**src/rtl/scip_regs.vh**
```
// offsets, field positions, reset values and codes of the low core registers
// assumes byte-wide access ports, one byte address per access
// How it works
// - capability bits 11, 10, 9 read zero: variable config, both command kinds.
// - capability bit 8 reads one: enhanced sync-pulse activation present.
// - capability bit 7 reads one: bad-checksum frames counted separately.
// - capability bit 6 reads one; bits 5 and 4 read zero.
// - capability bits 2 and 3 read one: time-keeping present, 64-bit wide.
// - capability bit 0 reads zero: address mapping is bit oriented.
// - multi-byte registers keep the low byte at the lowest address.
// - station address resets to zero, network writable, host read-only, matched.
// - alias writable from host only; config load taken on first load only.
// - alias matched only while the alias-enable bit is set.
// - alias-enable one: alias serves all configured-address commands; zero ignores it.
// - register guard bit 0 blocks writes 0000h-0F7Fh except 0020h and 0030h.
// - under register guard, a write to 0020h earlier in frame unlocks writes.
// - register unlock lasts for its frame only; guard stays in force.
// - full guard bit 0 blocks every write except to 0030h.
// - under full guard, a write to 0030h earlier in frame unlocks writes.
// - writes 52h, 45h, 53h in three consecutive commands fire the reset.
// - reset key reads progress 01 after 52h, 10 after 52h-45h, else 00.
// - reset key is network writable, host read-only, resets to 00h.
`ifndef SCIP_REGS_VH
`define SCIP_REGS_VH

`define SCIP_AW 14
`define SCIP_OFS_FEAT_LO 14'h0008
`define SCIP_OFS_FEAT_HI 14'h0009
`define SCIP_OFS_NODE_LO 14'h0010
`define SCIP_OFS_NODE_HI 14'h0011
`define SCIP_OFS_ALIAS_LO 14'h0012
`define SCIP_OFS_ALIAS_HI 14'h0013
`define SCIP_OFS_REG_UNLOCK 14'h0020
`define SCIP_OFS_REG_GUARD 14'h0021
`define SCIP_OFS_FULL_UNLOCK 14'h0030
`define SCIP_OFS_FULL_GUARD 14'h0031
`define SCIP_OFS_RESET_KEY 14'h0040
`define SCIP_GUARD_TOP 14'h0f7f

`define SCIP_FEATURE_WORD 16'h01cc
`define SCIP_NODE_RESET 16'h0000
`define SCIP_ALIAS_RESET 16'h0000
`define SCIP_BYTE_RESET 8'h00
`define SCIP_ENABLE_BIT 0

`define SCIP_KEY_FIRST 8'h52
`define SCIP_KEY_SECOND 8'h45
`define SCIP_KEY_THIRD 8'h53
`define SCIP_PROG_NONE 2'h0
`define SCIP_PROG_FIRST 2'h1
`define SCIP_PROG_SECOND 2'h2

`endif

```
**src/rtl/scip_core_regs.v**
```verilog
// low control and status registers of the slave controller core:
// capability word, station address and alias, write protection, reset key
// assumes both access ports and the frame markers run on clk_sys_i
`timescale 1ns/10ps
`default_nettype none
`include "scip_regs.vh"

module scip_core_regs (
	input wire clk_sys_i,
	input wire nrst_i,
	input wire net_frame_start_i,
	input wire net_wr_i,
	input wire net_rd_i,
	input wire [`SCIP_AW-1:0] net_addr_i,
	input wire [7:0] net_wdata_i,
	output reg [7:0] net_rdata_o,
	output reg net_rvalid_o,
	output reg net_wr_ok_o,
	output reg net_wr_blocked_o,
	input wire host_wr_i,
	input wire host_rd_i,
	input wire [`SCIP_AW-1:0] host_addr_i,
	input wire [7:0] host_wdata_i,
	output reg [7:0] host_rdata_o,
	output reg host_rvalid_o,
	input wire cfg_alias_load_i,
	input wire [15:0] cfg_alias_i,
	input wire alias_enable_i,
	input wire [15:0] net_node_addr_i,
	output reg node_match_o,
	output reg [15:0] station_node_address_o,
	output reg [15:0] station_alias_address_o,
	output reg net_side_reset_o
);

////////////////////////////////////////////////////////////////////////////////
// reset release

reg rst_n_q1;
reg rst_n;

always @(posedge clk_sys_i or negedge nrst_i) begin
	if (!nrst_i) begin
		rst_n_q1 <= 1'b0;
		rst_n <= 1'b0;
	end else begin
		rst_n_q1 <= 1'b1;
		rst_n <= rst_n_q1;
	end
end

////////////////////////////////////////////////////////////////////////////////
// storage

reg reg_unlock_bit;
reg reg_guard_bit;
reg full_unlock_bit;
reg full_guard_bit;
reg alias_loaded;

wire net_allow;
wire net_wr_taken;
wire reg_frame_unlock;
wire full_frame_unlock;
wire [1:0] key_progress;
wire key_fire;

assign net_wr_taken = net_wr_i && net_allow;

////////////////////////////////////////////////////////////////////////////////
// protection tracking and reset key

scip_write_gate u_gate (
	.clk_sys_i(clk_sys_i),
	.rst_n_i(rst_n),
	.frame_start_i(net_frame_start_i),
	.wr_i(net_wr_i),
	.addr_i(net_addr_i),
	.reg_guard_i(reg_guard_bit),
	.full_guard_i(full_guard_bit),
	.allow_o(net_allow),
	.reg_unlock_o(reg_frame_unlock),
	.full_unlock_o(full_frame_unlock)
);

// the key only sees writes that got past protection, so a locked
// station cannot be reset by a master that skipped the unlock
scip_reset_key u_key (
	.clk_sys_i(clk_sys_i),
	.rst_n_i(rst_n),
	.wr_i(net_wr_taken && (net_addr_i == `SCIP_OFS_RESET_KEY)),
	.wdata_i(net_wdata_i),
	.progress_o(key_progress),
	.fire_o(key_fire)
);

////////////////////////////////////////////////////////////////////////////////
// capability word, fixed; reserved bits 15:12 and 1 are zero in the constant

wire [15:0] feature_word;

assign feature_word = `SCIP_FEATURE_WORD;

////////////////////////////////////////////////////////////////////////////////
// read decode, shared by both ports

function [7:0] rd_byte;
	input [`SCIP_AW-1:0] addr;
	begin
		case (addr)
			`SCIP_OFS_FEAT_LO: begin
				rd_byte = feature_word[7:0];
			end
			`SCIP_OFS_FEAT_HI: begin
				rd_byte = feature_word[15:8];
			end
			`SCIP_OFS_NODE_LO: begin
				rd_byte = station_node_address_o[7:0];
			end
			`SCIP_OFS_NODE_HI: begin
				rd_byte = station_node_address_o[15:8];
			end
			`SCIP_OFS_ALIAS_LO: begin
				rd_byte = station_alias_address_o[7:0];
			end
			`SCIP_OFS_ALIAS_HI: begin
				rd_byte = station_alias_address_o[15:8];
			end
			`SCIP_OFS_REG_UNLOCK: begin
				rd_byte = {7'h00, reg_unlock_bit};
			end
			`SCIP_OFS_REG_GUARD: begin
				rd_byte = {7'h00, reg_guard_bit};
			end
			`SCIP_OFS_FULL_UNLOCK: begin
				rd_byte = {7'h00, full_unlock_bit};
			end
			`SCIP_OFS_FULL_GUARD: begin
				rd_byte = {7'h00, full_guard_bit};
			end
			`SCIP_OFS_RESET_KEY: begin
				rd_byte = {6'h00, key_progress};
			end
			default: begin
				rd_byte = `SCIP_BYTE_RESET;
			end
		endcase
	end
endfunction

////////////////////////////////////////////////////////////////////////////////
// byte lane merge for the 16-bit registers: low byte at the even address,
// high byte at the odd one; the other lane keeps its value

function [15:0] put_byte;
	input [15:0] old_word;
	input high_lane;
	input [7:0] new_byte;
	begin
		if (high_lane)
			put_byte = {new_byte, old_word[7:0]};
		else
			put_byte = {old_word[15:8], new_byte};
	end
endfunction

// both bytes of a 16-bit register share every address bit but the lowest
function hits_word;
	input [`SCIP_AW-1:0] addr;
	input [`SCIP_AW-1:0] base;
	begin
		hits_word = (addr[`SCIP_AW-1:1] == base[`SCIP_AW-1:1]);
	end
endfunction

////////////////////////////////////////////////////////////////////////////////
// network side read port, one cycle latency

always @(posedge clk_sys_i or negedge rst_n) begin
	if (!rst_n) begin
		net_rdata_o <= `SCIP_BYTE_RESET;
		net_rvalid_o <= 1'b0;
	end else begin
		net_rvalid_o <= net_rd_i;
		if (net_rd_i)
			net_rdata_o <= rd_byte(net_addr_i);
	end
end

////////////////////////////////////////////////////////////////////////////////
// host side read port, one cycle latency

always @(posedge clk_sys_i or negedge rst_n) begin
	if (!rst_n) begin
		host_rdata_o <= `SCIP_BYTE_RESET;
		host_rvalid_o <= 1'b0;
	end else begin
		host_rvalid_o <= host_rd_i;
		if (host_rd_i)
			host_rdata_o <= rd_byte(host_addr_i);
	end
end

////////////////////////////////////////////////////////////////////////////////
// network write status, reported for every write seen on the port

always @(posedge clk_sys_i or negedge rst_n) begin
	if (!rst_n) begin
		net_wr_ok_o <= 1'b0;
		net_wr_blocked_o <= 1'b0;
	end else begin
		net_wr_ok_o <= net_wr_taken;
		net_wr_blocked_o <= net_wr_i && !net_allow;
	end
end

////////////////////////////////////////////////////////////////////////////////
// station address: network writable only

always @(posedge clk_sys_i or negedge rst_n) begin
	if (!rst_n) begin
		station_node_address_o <= `SCIP_NODE_RESET;
	end else if (net_wr_taken && hits_word(net_addr_i, `SCIP_OFS_NODE_LO)) begin
		// a blocked write never reaches here, so the value holds
		station_node_address_o <= put_byte(station_node_address_o, net_addr_i[0], net_wdata_i);
	end
end

////////////////////////////////////////////////////////////////////////////////
// station alias: host writes and the first configuration load only.
// the loaded flag survives the network reset on purpose, it is cleared
// by the power-on reset alone

always @(posedge clk_sys_i or negedge rst_n) begin
	if (!rst_n) begin
		station_alias_address_o <= `SCIP_ALIAS_RESET;
		alias_loaded <= 1'b0;
	end else begin
		if (cfg_alias_load_i && !alias_loaded) begin
			station_alias_address_o <= cfg_alias_i;
			alias_loaded <= 1'b1;
		end else if (host_wr_i && hits_word(host_addr_i, `SCIP_OFS_ALIAS_LO)) begin
			station_alias_address_o <= put_byte(station_alias_address_o, host_addr_i[0], host_wdata_i);
		end
	end
end

////////////////////////////////////////////////////////////////////////////////
// guard bits, network writable; upper bits are not stored.
// a change steers the very next write, not the current one

always @(posedge clk_sys_i or negedge rst_n) begin
	if (!rst_n) begin
		reg_guard_bit <= 1'b0;
		full_guard_bit <= 1'b0;
	end else if (net_wr_taken) begin
		if (net_addr_i == `SCIP_OFS_REG_GUARD)
			reg_guard_bit <= net_wdata_i[`SCIP_ENABLE_BIT];
		if (net_addr_i == `SCIP_OFS_FULL_GUARD)
			full_guard_bit <= net_wdata_i[`SCIP_ENABLE_BIT];
	end
end

////////////////////////////////////////////////////////////////////////////////
// unlock bits only echo what was written; the per-frame unlock itself
// lives in the write gate and is cleared by a frame start unless an unlock write comes in that cycle

always @(posedge clk_sys_i or negedge rst_n) begin
	if (!rst_n) begin
		reg_unlock_bit <= 1'b0;
		full_unlock_bit <= 1'b0;
	end else if (net_wr_taken) begin
		if (net_addr_i == `SCIP_OFS_REG_UNLOCK)
			reg_unlock_bit <= net_wdata_i[`SCIP_ENABLE_BIT];
		if (net_addr_i == `SCIP_OFS_FULL_UNLOCK)
			full_unlock_bit <= net_wdata_i[`SCIP_ENABLE_BIT];
	end
end

////////////////////////////////////////////////////////////////////////////////
// node address match for configured-address commands

always @(posedge clk_sys_i or negedge rst_n) begin
	if (!rst_n) begin
		node_match_o <= 1'b0;
	end else begin
		node_match_o <= (net_node_addr_i == station_node_address_o) ||
			(alias_enable_i && (net_node_addr_i == station_alias_address_o));
	end
end

////////////////////////////////////////////////////////////////////////////////
// network side reset request, two cycles after the third key write is taken

always @(posedge clk_sys_i or negedge rst_n) begin
	if (!rst_n) begin
		net_side_reset_o <= 1'b0;
	end else begin
		net_side_reset_o <= key_fire;
	end
end

endmodule
`default_nettype wire

```
**src/rtl/scip_reset_key.v**
```verilog
// three-write reset key sequence on the network side
// assumes wr_i is already qualified by address and write protection
`timescale 1ns/10ps
`default_nettype none
`include "scip_regs.vh"

module scip_reset_key (
	input wire clk_sys_i,
	input wire rst_n_i,
	input wire wr_i,
	input wire [7:0] wdata_i,
	output reg [1:0] progress_o,
	output reg fire_o
);

localparam ST_IDLE = 2'd0;
localparam ST_FIRST = 2'd1;
localparam ST_SECOND = 2'd2;

reg [1:0] state;
reg [1:0] next_state;
reg next_fire;

always @* begin
	next_state = state;
	next_fire = 1'b0;
	if (wr_i) begin
		// any other value breaks the sequence; 52h always restarts it
		case (state)
			ST_IDLE: begin
				next_state = (wdata_i == `SCIP_KEY_FIRST) ? ST_FIRST : ST_IDLE;
			end
			ST_FIRST: begin
				if (wdata_i == `SCIP_KEY_SECOND)
					next_state = ST_SECOND;
				else
					next_state = (wdata_i == `SCIP_KEY_FIRST) ? ST_FIRST : ST_IDLE;
			end
			ST_SECOND: begin
				if (wdata_i == `SCIP_KEY_THIRD) begin
					next_state = ST_IDLE;
					next_fire = 1'b1;
				end else begin
					next_state = (wdata_i == `SCIP_KEY_FIRST) ? ST_FIRST : ST_IDLE;
				end
			end
			default: begin
				next_state = ST_IDLE;
			end
		endcase
	end
end

always @(posedge clk_sys_i or negedge rst_n_i) begin
	if (!rst_n_i) begin
		state <= ST_IDLE;
		progress_o <= `SCIP_PROG_NONE;
		fire_o <= 1'b0;
	end else begin
		state <= next_state;
		fire_o <= next_fire;
		case (next_state)
			ST_FIRST: progress_o <= `SCIP_PROG_FIRST;
			ST_SECOND: progress_o <= `SCIP_PROG_SECOND;
			default: progress_o <= `SCIP_PROG_NONE;
		endcase
	end
end

endmodule
`default_nettype wire

```
**src/rtl/scip_write_gate.v**
```verilog
// per-frame write unlock tracking for the two protection levels
// assumes frame_start_i pulses once before the first command of each frame
`timescale 1ns/10ps
`default_nettype none
`include "scip_regs.vh"

module scip_write_gate (
	input wire clk_sys_i,
	input wire rst_n_i,
	input wire frame_start_i,
	input wire wr_i,
	input wire [`SCIP_AW-1:0] addr_i,
	input wire reg_guard_i,
	input wire full_guard_i,
	output wire allow_o,
	output reg reg_unlock_o,
	output reg full_unlock_o
);

wire is_reg_unlock;
wire is_full_unlock;
wire full_ok;
wire reg_ok;

assign is_reg_unlock = (addr_i == `SCIP_OFS_REG_UNLOCK);
assign is_full_unlock = (addr_i == `SCIP_OFS_FULL_UNLOCK);
assign full_ok = !full_guard_i || full_unlock_o || is_full_unlock;
assign reg_ok = !reg_guard_i || reg_unlock_o || is_reg_unlock || is_full_unlock ||
	(addr_i > `SCIP_GUARD_TOP);
assign allow_o = full_ok && reg_ok;

////////////////////////////////////////////////////////////////////////////////
// a frame start clears the unlock, but a write in that same cycle already
// belongs to the new frame, so the set wins
always @(posedge clk_sys_i or negedge rst_n_i) begin
	if (!rst_n_i) begin
		reg_unlock_o <= 1'b0;
		full_unlock_o <= 1'b0;
	end else begin
		if (wr_i && allow_o && is_reg_unlock)
			reg_unlock_o <= 1'b1;
		else if (frame_start_i)
			reg_unlock_o <= 1'b0;
		if (wr_i && is_full_unlock)
			full_unlock_o <= 1'b1;
		else if (frame_start_i)
			full_unlock_o <= 1'b0;
	end
end

endmodule
`default_nettype wire
```
**config.mk**
```make
export PLATFORM = sky130hd
export DESIGN_NAME = scip_core_regs
export DESIGN_NICKNAME = d
export VERILOG_FILES = /design/src/rtl/scip_core_regs.v /design/src/rtl/scip_reset_key.v /design/src/rtl/scip_write_gate.v
export VERILOG_INCLUDE_DIRS = /design/src /design/src/rtl
export SDC_FILE = /design/constraint.sdc
export NUM_CORES = 1
export LEC_CHECK = 0
export ABC_CLOCK_PERIOD_IN_PS = 6800
export BUFFER_PORTS_ARGS = -buffer_cell sky130_fd_sc_hd__buf_4
export CAP_MARGIN = 20
export CORE_MARGIN = 10
export CORE_UTILIZATION = 40
export DETAILED_ROUTE_END_ITERATION = 16
export HOLD_SLACK_MARGIN = 0.06
export PLACE_DENSITY = 0.66
export SYNTH_ARGS = -nofsm -noshare
export SYNTH_HDL_FRONTEND = slang
export SYNTH_SLANG_ARGS = --single-unit
```
**constraint.sdc**
```tcl
create_clock -name clk_sys_i -period 6.8 [get_ports clk_sys_i]
set_clock_uncertainty 0.15 [all_clocks]
set_input_delay 0.68 -clock clk_sys_i [delete_from_list [all_inputs] [get_ports clk_sys_i]]
set_output_delay 0.68 -clock clk_sys_i [all_outputs]
set_load 0.05 [all_outputs]
```
Word-level counts from Yosys, hierarchy flattened
Index checks and enable logic that the tools add are counted.
{ "totals": {"word_cells": 111, "output_inout_bits": 54, "reg_bits": 68, "inputBits": 85} }
{ "op_classes": {"reduce_logical": 34, "n_bitwise": 1, "eq_ne": 34, "magnitude_cmp": 1, "muxes": 17} }
{ "ops": {"columns": ["operator", "count"], "rows": [
  ["$pmux 8 s11", 2],
  ["$eq 14x5->1 const B", 8],
  ["$eq 14x6->1 const B", 8],
  ["$eq 14x4->1 const B", 4],
  ["$mux 16", 3],
  ["$eq 16x16->1", 2],
  ["$eq 14x7->1 const B", 2],
  ["$eq 13x4->1 const B", 2],
  ["$eq 8x7->1 const B", 3],
  ["$reduce_and 2->1", 8],
  ["$gt 14x12->1 const B", 1],
  ["$logic_and 1x1->1", 10],
  ["$reduce_bool 2->1", 4],
  ["$logic_or 1x1->1", 7],
  ["$mux 1", 7],
  ["$mux 2", 3],
  ["$pmux 2 s3", 1],
  ["$eq 2x1->1 const B", 2],
  ["$eq 2x2->1 const B", 2],
  ["$logic_not 1->1", 4],
  ["$pmux 2 s2", 1],
  ["$logic_not 2->1", 1],
  ["$ne 2x1->1 const B", 1],
  ["$not 1->1", 1]
]} }

Longest topological paths before layout
{ "depth": {"ltp_word": 11, "mapped_depth": 7, "ltp_nobuf": 5} }

Hierarchy
Synthesis repeated with hierarchy kept, for this count alone.
{ "hier_totals": {"hier_cells": 389, "hier_area_um2": 4105.2} }
{ "by_module_without_submodules": {"columns": ["mod", "seq_area_each_um2", "cells_each", "n_inst", "area_each_um2"], "rows": [
  ["scip_core_regs", 1526.5, 347, 1, 3683.5],
  ["scip_reset_key", 125.1, 22, 1, 244.0],
  ["scip_write_gate", 50.0, 20, 1, 177.7]
]} }

Worst setup path before layout
Ideal clock, no wire load.
{ "synth_path": {"path_kind": "input-to-reg", "startpoint": "in net_addr_i[13]", "endpoint": "reg station_node_address_o[0]", "slack_ns": 4.390, "t_required_ns": 6.525, "cell_stages": 6, "path_buffers": 1, "setup_ns": 0.125, "t_arrival_ns": 2.135, "path_cell_list": "nor2_2 -> a32oi_1 -> a41o_1 -> buf_6 -> o31ai_4 -> mux2_4"} }
{ "synth_via": {"elab_chain_cells": 8, "elab_cells_between_ends": 12, "cone_classes": "order compare (1); eq/ne (3); reduce/logical (8)"} }
{ "synth_rtl": {"columns": ["item", "line_no", "text"], "rows": [
  ["start: declaration", "scip_core_regs.v:14", "input wire [`SCIP_AW-1:0] net_addr_i,"],
  ["parallel branches: the longest is 6 deep, another holds $gt 14x12->1", null, null],
  ["$logic_and 1x1->1 (*)", "scip_core_regs.v:223", "end else if (net_wr_taken && hits_word(net_addr_i, `SCIP_OFS_NODE_LO)) begin"],
  ["$reduce_and 2->1 (no source line) (*)", null, null],
  ["end signal: assignment", "scip_core_regs.v:222", "station_node_address_o <= `SCIP_NODE_RESET;"],
  ["end signal: assignment", "scip_core_regs.v:225", "station_node_address_o <= put_byte(station_node_address_o, net_addr_i[0], net_wdata_i);"],
  ["end: declaration", "scip_core_regs.v:31", "output reg [15:0] station_node_address_o,"]
]} }
Mark *: on every way between the ends.
A chain may end at the register's enable or synchronous reset.

Worst setup path in the final report
{ "layout_path": {"startpoint": "in net_addr_i[5]", "endpoint": "reg station_node_address_o[10]"} }
Same word-level chain as after synthesis.

==> results.txt <==
run status -> complete, no violations
Min-Delay Startpoint -> u_key.fire_o
top cells by area in the synthesized netlist -> sky130_fd_sc_hd__dfrtp_1 40%, sky130_fd_sc_hd__mux2i_1 8.0%, sky130_fd_sc_hd__xor2_1 6.6%, sky130_fd_sc_hd__mux2_2 4.0%, sky130_fd_sc_hd__mux2_4 2.8%
fraction of the mapped netlist area in compound gates -> 0.1496
post-detailed-route via-to-cell ratio -> 5.665
sequence of cells on the critical path -> buf_4, nor4b_1, nand4_1, inv_1, nand4_2, mux2_2
worst-path cell with the longest stage delay -> sky130_fd_sc_hd__nor4b_1
final slew viol count -> 0
overall routing resource usage -> 0.1874
number of vias in the routed layout -> 3852
maximum fanout count along the critical path -> 8
antenna violations before repair -> 0
level count of the clock H-tree -> 3
post-route setup TNS -> 0 ns
die area -> 15150 sq um
Clock Sink Count -> 68
pin count of the biggest net entering global routing -> 67
post-synthesis net count -> 490
fmax -> 0.4095 GHz
Synthesis Warnings -> 0
number of nets with antenna violations after routing -> 0
final hold violation count -> 0
Worst setup EP type -> register
Post-route DRC -> 0
mux contribution to synthesized area -> 0.1534
diode insertion count for antenna repair -> 0
Slew @ Worst Pin -> 0.9618 ns
later-pin clock latency in the skew report -> 0.35 ns
RSZ-0062 raised after global routing -> false
Adder-Cell Fraction of Synth Area -> 0
reg2reg path depth -> 5
final standard cell count with taps included and fillers excluded -> 680
width of the chip -> 123.1 microns
sequential-to-total area share from yosys stat -> 0.4005
wire length of the first global-routing pass -> 22000 microns
switching share of power -> 0.2780
combined area of all synthesized cells -> 4249 sq um
number of buffers inserted by port buffering -> 138
max capacitance violation total -> 0
maximum cell stage delay along the critical path -> 0.45 ns
tightest slew margin relative to the limit -> 0.3486
DRC violation total after the first TritonRoute iteration -> 254
WL/cell -> 20.90 microns
Seq cells post-synth -> 68
Reg-to-Reg End -> station_node_address_o[0]
Starting Density -> 0.4116
number of buffers added by the clock tree synthesis step -> 9
number of global-route vias before repair -> 4021
required arrival time at the worst endpoint -> 6.89 ns
clock tree buffer depth -> 2
register-to-register path setup slack -> 4.47 ns
hold endpoint -> net_side_reset_o
cell type contributing the most total cell area after synthesis -> sky130_fd_sc_hd__dfrtp_1
Simple-Gate Fraction of Synth Area -> 0.1938
portion of synthesized cell area occupied by the leading cell type -> 0.4005
cell leakage power -> 2.713 nW
portion of total power attributed to the clock network -> 0.396
hpwl dp -> 11220 microns
Post-synth top cells -> 68 x sky130_fd_sc_hd__dfrtp_1, 34 x sky130_fd_sc_hd__mux2i_1, 32 x sky130_fd_sc_hd__xor2_1
XOR/XNOR share of the synthesized area -> 0.06802
TritonCTS clock tree -> built
logic gate share of total power -> 0.180
overflow left after global routing -> 0
Period minus WS final -> 2.442 ns
final-report setup violation count -> 0
CP startpoint kind -> input port
reg-to-reg startpoint -> u_gate.full_unlock_o
startpoint-to-endpoint class of the critical path -> in -> reg
Flop pwr share -> 0.424
net load switching power -> 0.2914 mW
number of detailed-routing iterations run before antenna repair -> 7
post-cts resize count -> 0
async set or reset register ratio after synthesis -> 1.000
arrival time of the worst setup path -> 2.53 ns
DRT Wirelength -> 14220 microns
most common cell in the netlist -> sky130_fd_sc_hd__dfrtp_1
number of rows in the core area -> 37
fillcell total -> 931
average cell area after synthesis -> 10.49 sq um
Final #Nets -> 624
final cycle utilization of the critical path -> 0.3591
main combinational cell family by area after synthesis -> simple AND/OR/NAND/NOR gates
clock slew at reported path FFs -> 0.07 ns
worst min path class -> reg -> reg
tightest hold margin -> 0.2055 ns
highest ir drop seen on vdd -> 0.0001038 V
number of cells produced by synthesis -> 405
Layout Area Growth over Synthesis -> 33.07%
core footprint -> 10320 sq um
number of cells after detailed placement -> 662
cell depth of the worst hold path -> 0
power density over the cells -> 185.4 nW/um^2
Die H -> 123.1 microns
internal power -> 0.7570 mW
top_reg_cell synth -> sky130_fd_sc_hd__dfrtp_1
root buffer cell -> sky130_fd_sc_hd__clkbuf_8
share of final-layout standard cells stronger than drive strength 1 -> 0.3750
critical path startpoint -> net_addr_i[5]
GP Congestion -> 0.8725
number of ports placed on the die boundary -> 139
count of flip-flops with a built-in enable after synthesis -> 0
post-synth cell types -> 68
==> placed cells by master, fill, tap and decap left out, types with 3 or more instances in the layout <==
| master | count |
|---|---|
| sky130_fd_sc_hd__xor2_1 | 32 |
| sky130_fd_sc_hd__o22ai_1 | 8 |
| sky130_fd_sc_hd__o211ai_1 | 9 |
| sky130_fd_sc_hd__mux2_4 | 8 |
| sky130_fd_sc_hd__nand4_1 | 7 |
| sky130_fd_sc_hd__bufinv_16 | 3 |
| sky130_fd_sc_hd__mux2_2 | 15 |
| sky130_fd_sc_hd__nand2_1 | 26 |
| sky130_fd_sc_hd__a22oi_1 | 5 |
| sky130_fd_sc_hd__inv_1 | 14 |
| sky130_fd_sc_hd__nor4_1 | 10 |
| sky130_fd_sc_hd__o32ai_1 | 3 |
| sky130_fd_sc_hd__nand2b_1 | 4 |
| sky130_fd_sc_hd__buf_4 | 139 |
| sky130_fd_sc_hd__a32oi_1 | 3 |
| sky130_fd_sc_hd__nor4_4 | 4 |
| sky130_fd_sc_hd__o21ai_1 | 13 |
| sky130_fd_sc_hd__a221oi_1 | 5 |
| sky130_fd_sc_hd__clkbuf_8 | 11 |
| sky130_fd_sc_hd__nand3b_1 | 6 |
| sky130_fd_sc_hd__nor2_1 | 16 |
| sky130_fd_sc_hd__a221o_1 | 3 |
| sky130_fd_sc_hd__a22o_1 | 8 |
| sky130_fd_sc_hd__nand3_1 | 7 |
| sky130_fd_sc_hd__and3_1 | 4 |
| sky130_fd_sc_hd__nand4b_1 | 4 |
| sky130_fd_sc_hd__nor3_1 | 11 |
| sky130_fd_sc_hd__mux2i_1 | 34 |
| sky130_fd_sc_hd__o21ai_0 | 8 |
| sky130_fd_sc_hd__dfrtp_1 | 67 |
==> sequential cells by signal (all words and copies together), names as in the netlist <==
register                 cells
u_key.progress_o             2
rst_n_q1                     1
full_guard_bit               1
u_key.state                  2
host_rvalid_o                1
net_rdata_o                  8
station_alias_address_o     16
net_rvalid_o                 1
alias_loaded                 1
full_unlock_bit              1
reg_guard_bit                1
host_rdata_o                 8
reg_unlock_bit               1
net_side_reset_o             1
station_node_address_o      16
net_wr_ok_o                  1
u_gate.full_unlock_o         1
net_wr_blocked_o             1
node_match_o                 1
u_key.fire_o                 1
rst_n                        1
u_gate.reg_unlock_o          1
==> per-layer routing <==
metal | global-route usage | routed length (microns)
met5 | 0 | 0
met4 | 0.06550 | 279
met3 | 0.06153 | 1261
met2 | 0.2922 | 6712
met1 | 0.2392 | 5962
==> final cells by class <==
| type | count | area [sq um] | area share |
|---|---|---|---|
| clock inverters | 4 | 95.09 | 0.01682 |
| inverters | 15 | 56.30 | 0.009958 |
| multi-input cells | 304 | 2406 | 0.4255 |
| flip-flops and latches | 68 | 1703 | 0.3012 |
| well taps | 136 | 170.2 | 0.03010 |
| repair buffers | 141 | 1069 | 0.1890 |
| clock buffers | 12 | 155.1 | 0.02744 |
==> power groups by stage <==
stage                     clock, mW  combinational, mW  sequential [mW]
after floorplan                   0             0.0569            0.488
after global placement            0              0.185            0.452
after detailed placement          0              0.188            0.452
after CTS                     0.421              0.189            0.444
after global routing          0.441              0.203            0.445
final                         0.416              0.188            0.444
==> metrics by stage <==
step | cell area [sq um] | utilization | setup slack [ns] | power [mW]
3_3_place_gp | 5379 | 0.5210 | 3.997 | 0.6369
5_1_grt | 5654 | 0.5477 | 4.172 | 1.089
3_5_place_dp | 5379 | 0.5210 | 3.949 | 0.6401
4_1_cts | 5639 | 0.5462 | 4.318 | 1.055
6_report | 5654 | 0.5477 | 4.358 | 1.048
2_1_floorplan | 4249 | - | 4.390 | 0.5449
==> timing repair <==
action,CTS,global route
setup buffers,0,0
hold buffers,1,0
endpoints found under the setup margin,0,0
hold endpoints to repair,2,0
==> critical path: cells and delay by family <==
| family | cells | cell delay (ns) |
|---|---|---|
| simple gates | 3 | 1.15 |
| mux | 1 | 0.38 |
| buf+inv | 2 | 0.31 |
==> cells by family (layout without fill, tap and decap cells) <==
kind of cell	Yosys count	count (layout)
AO/OA/AOI/OAI	83	83
XOR/XNOR	33	33
other	1	1
buffers and inverters	33	172
AND/OR/NAND/NOR	129	129
flip-flops	68	68
multiplexers	58	58
==> worst max path at each step <==
stage	endpoint	slack, ns	depth (start not counted)
finish	station_node_address_o[10]	4.36	6
global route	station_node_address_o[9]	4.17	6
CTS	station_alias_address_o[1]	4.32	6
detailed placement	station_alias_address_o[1]	3.95	6
global placement	station_alias_address_o[0]	4.00	6
floorplan	station_node_address_o[0]	4.39	6
Note: power is estimated with default switching activity, not from simulation.
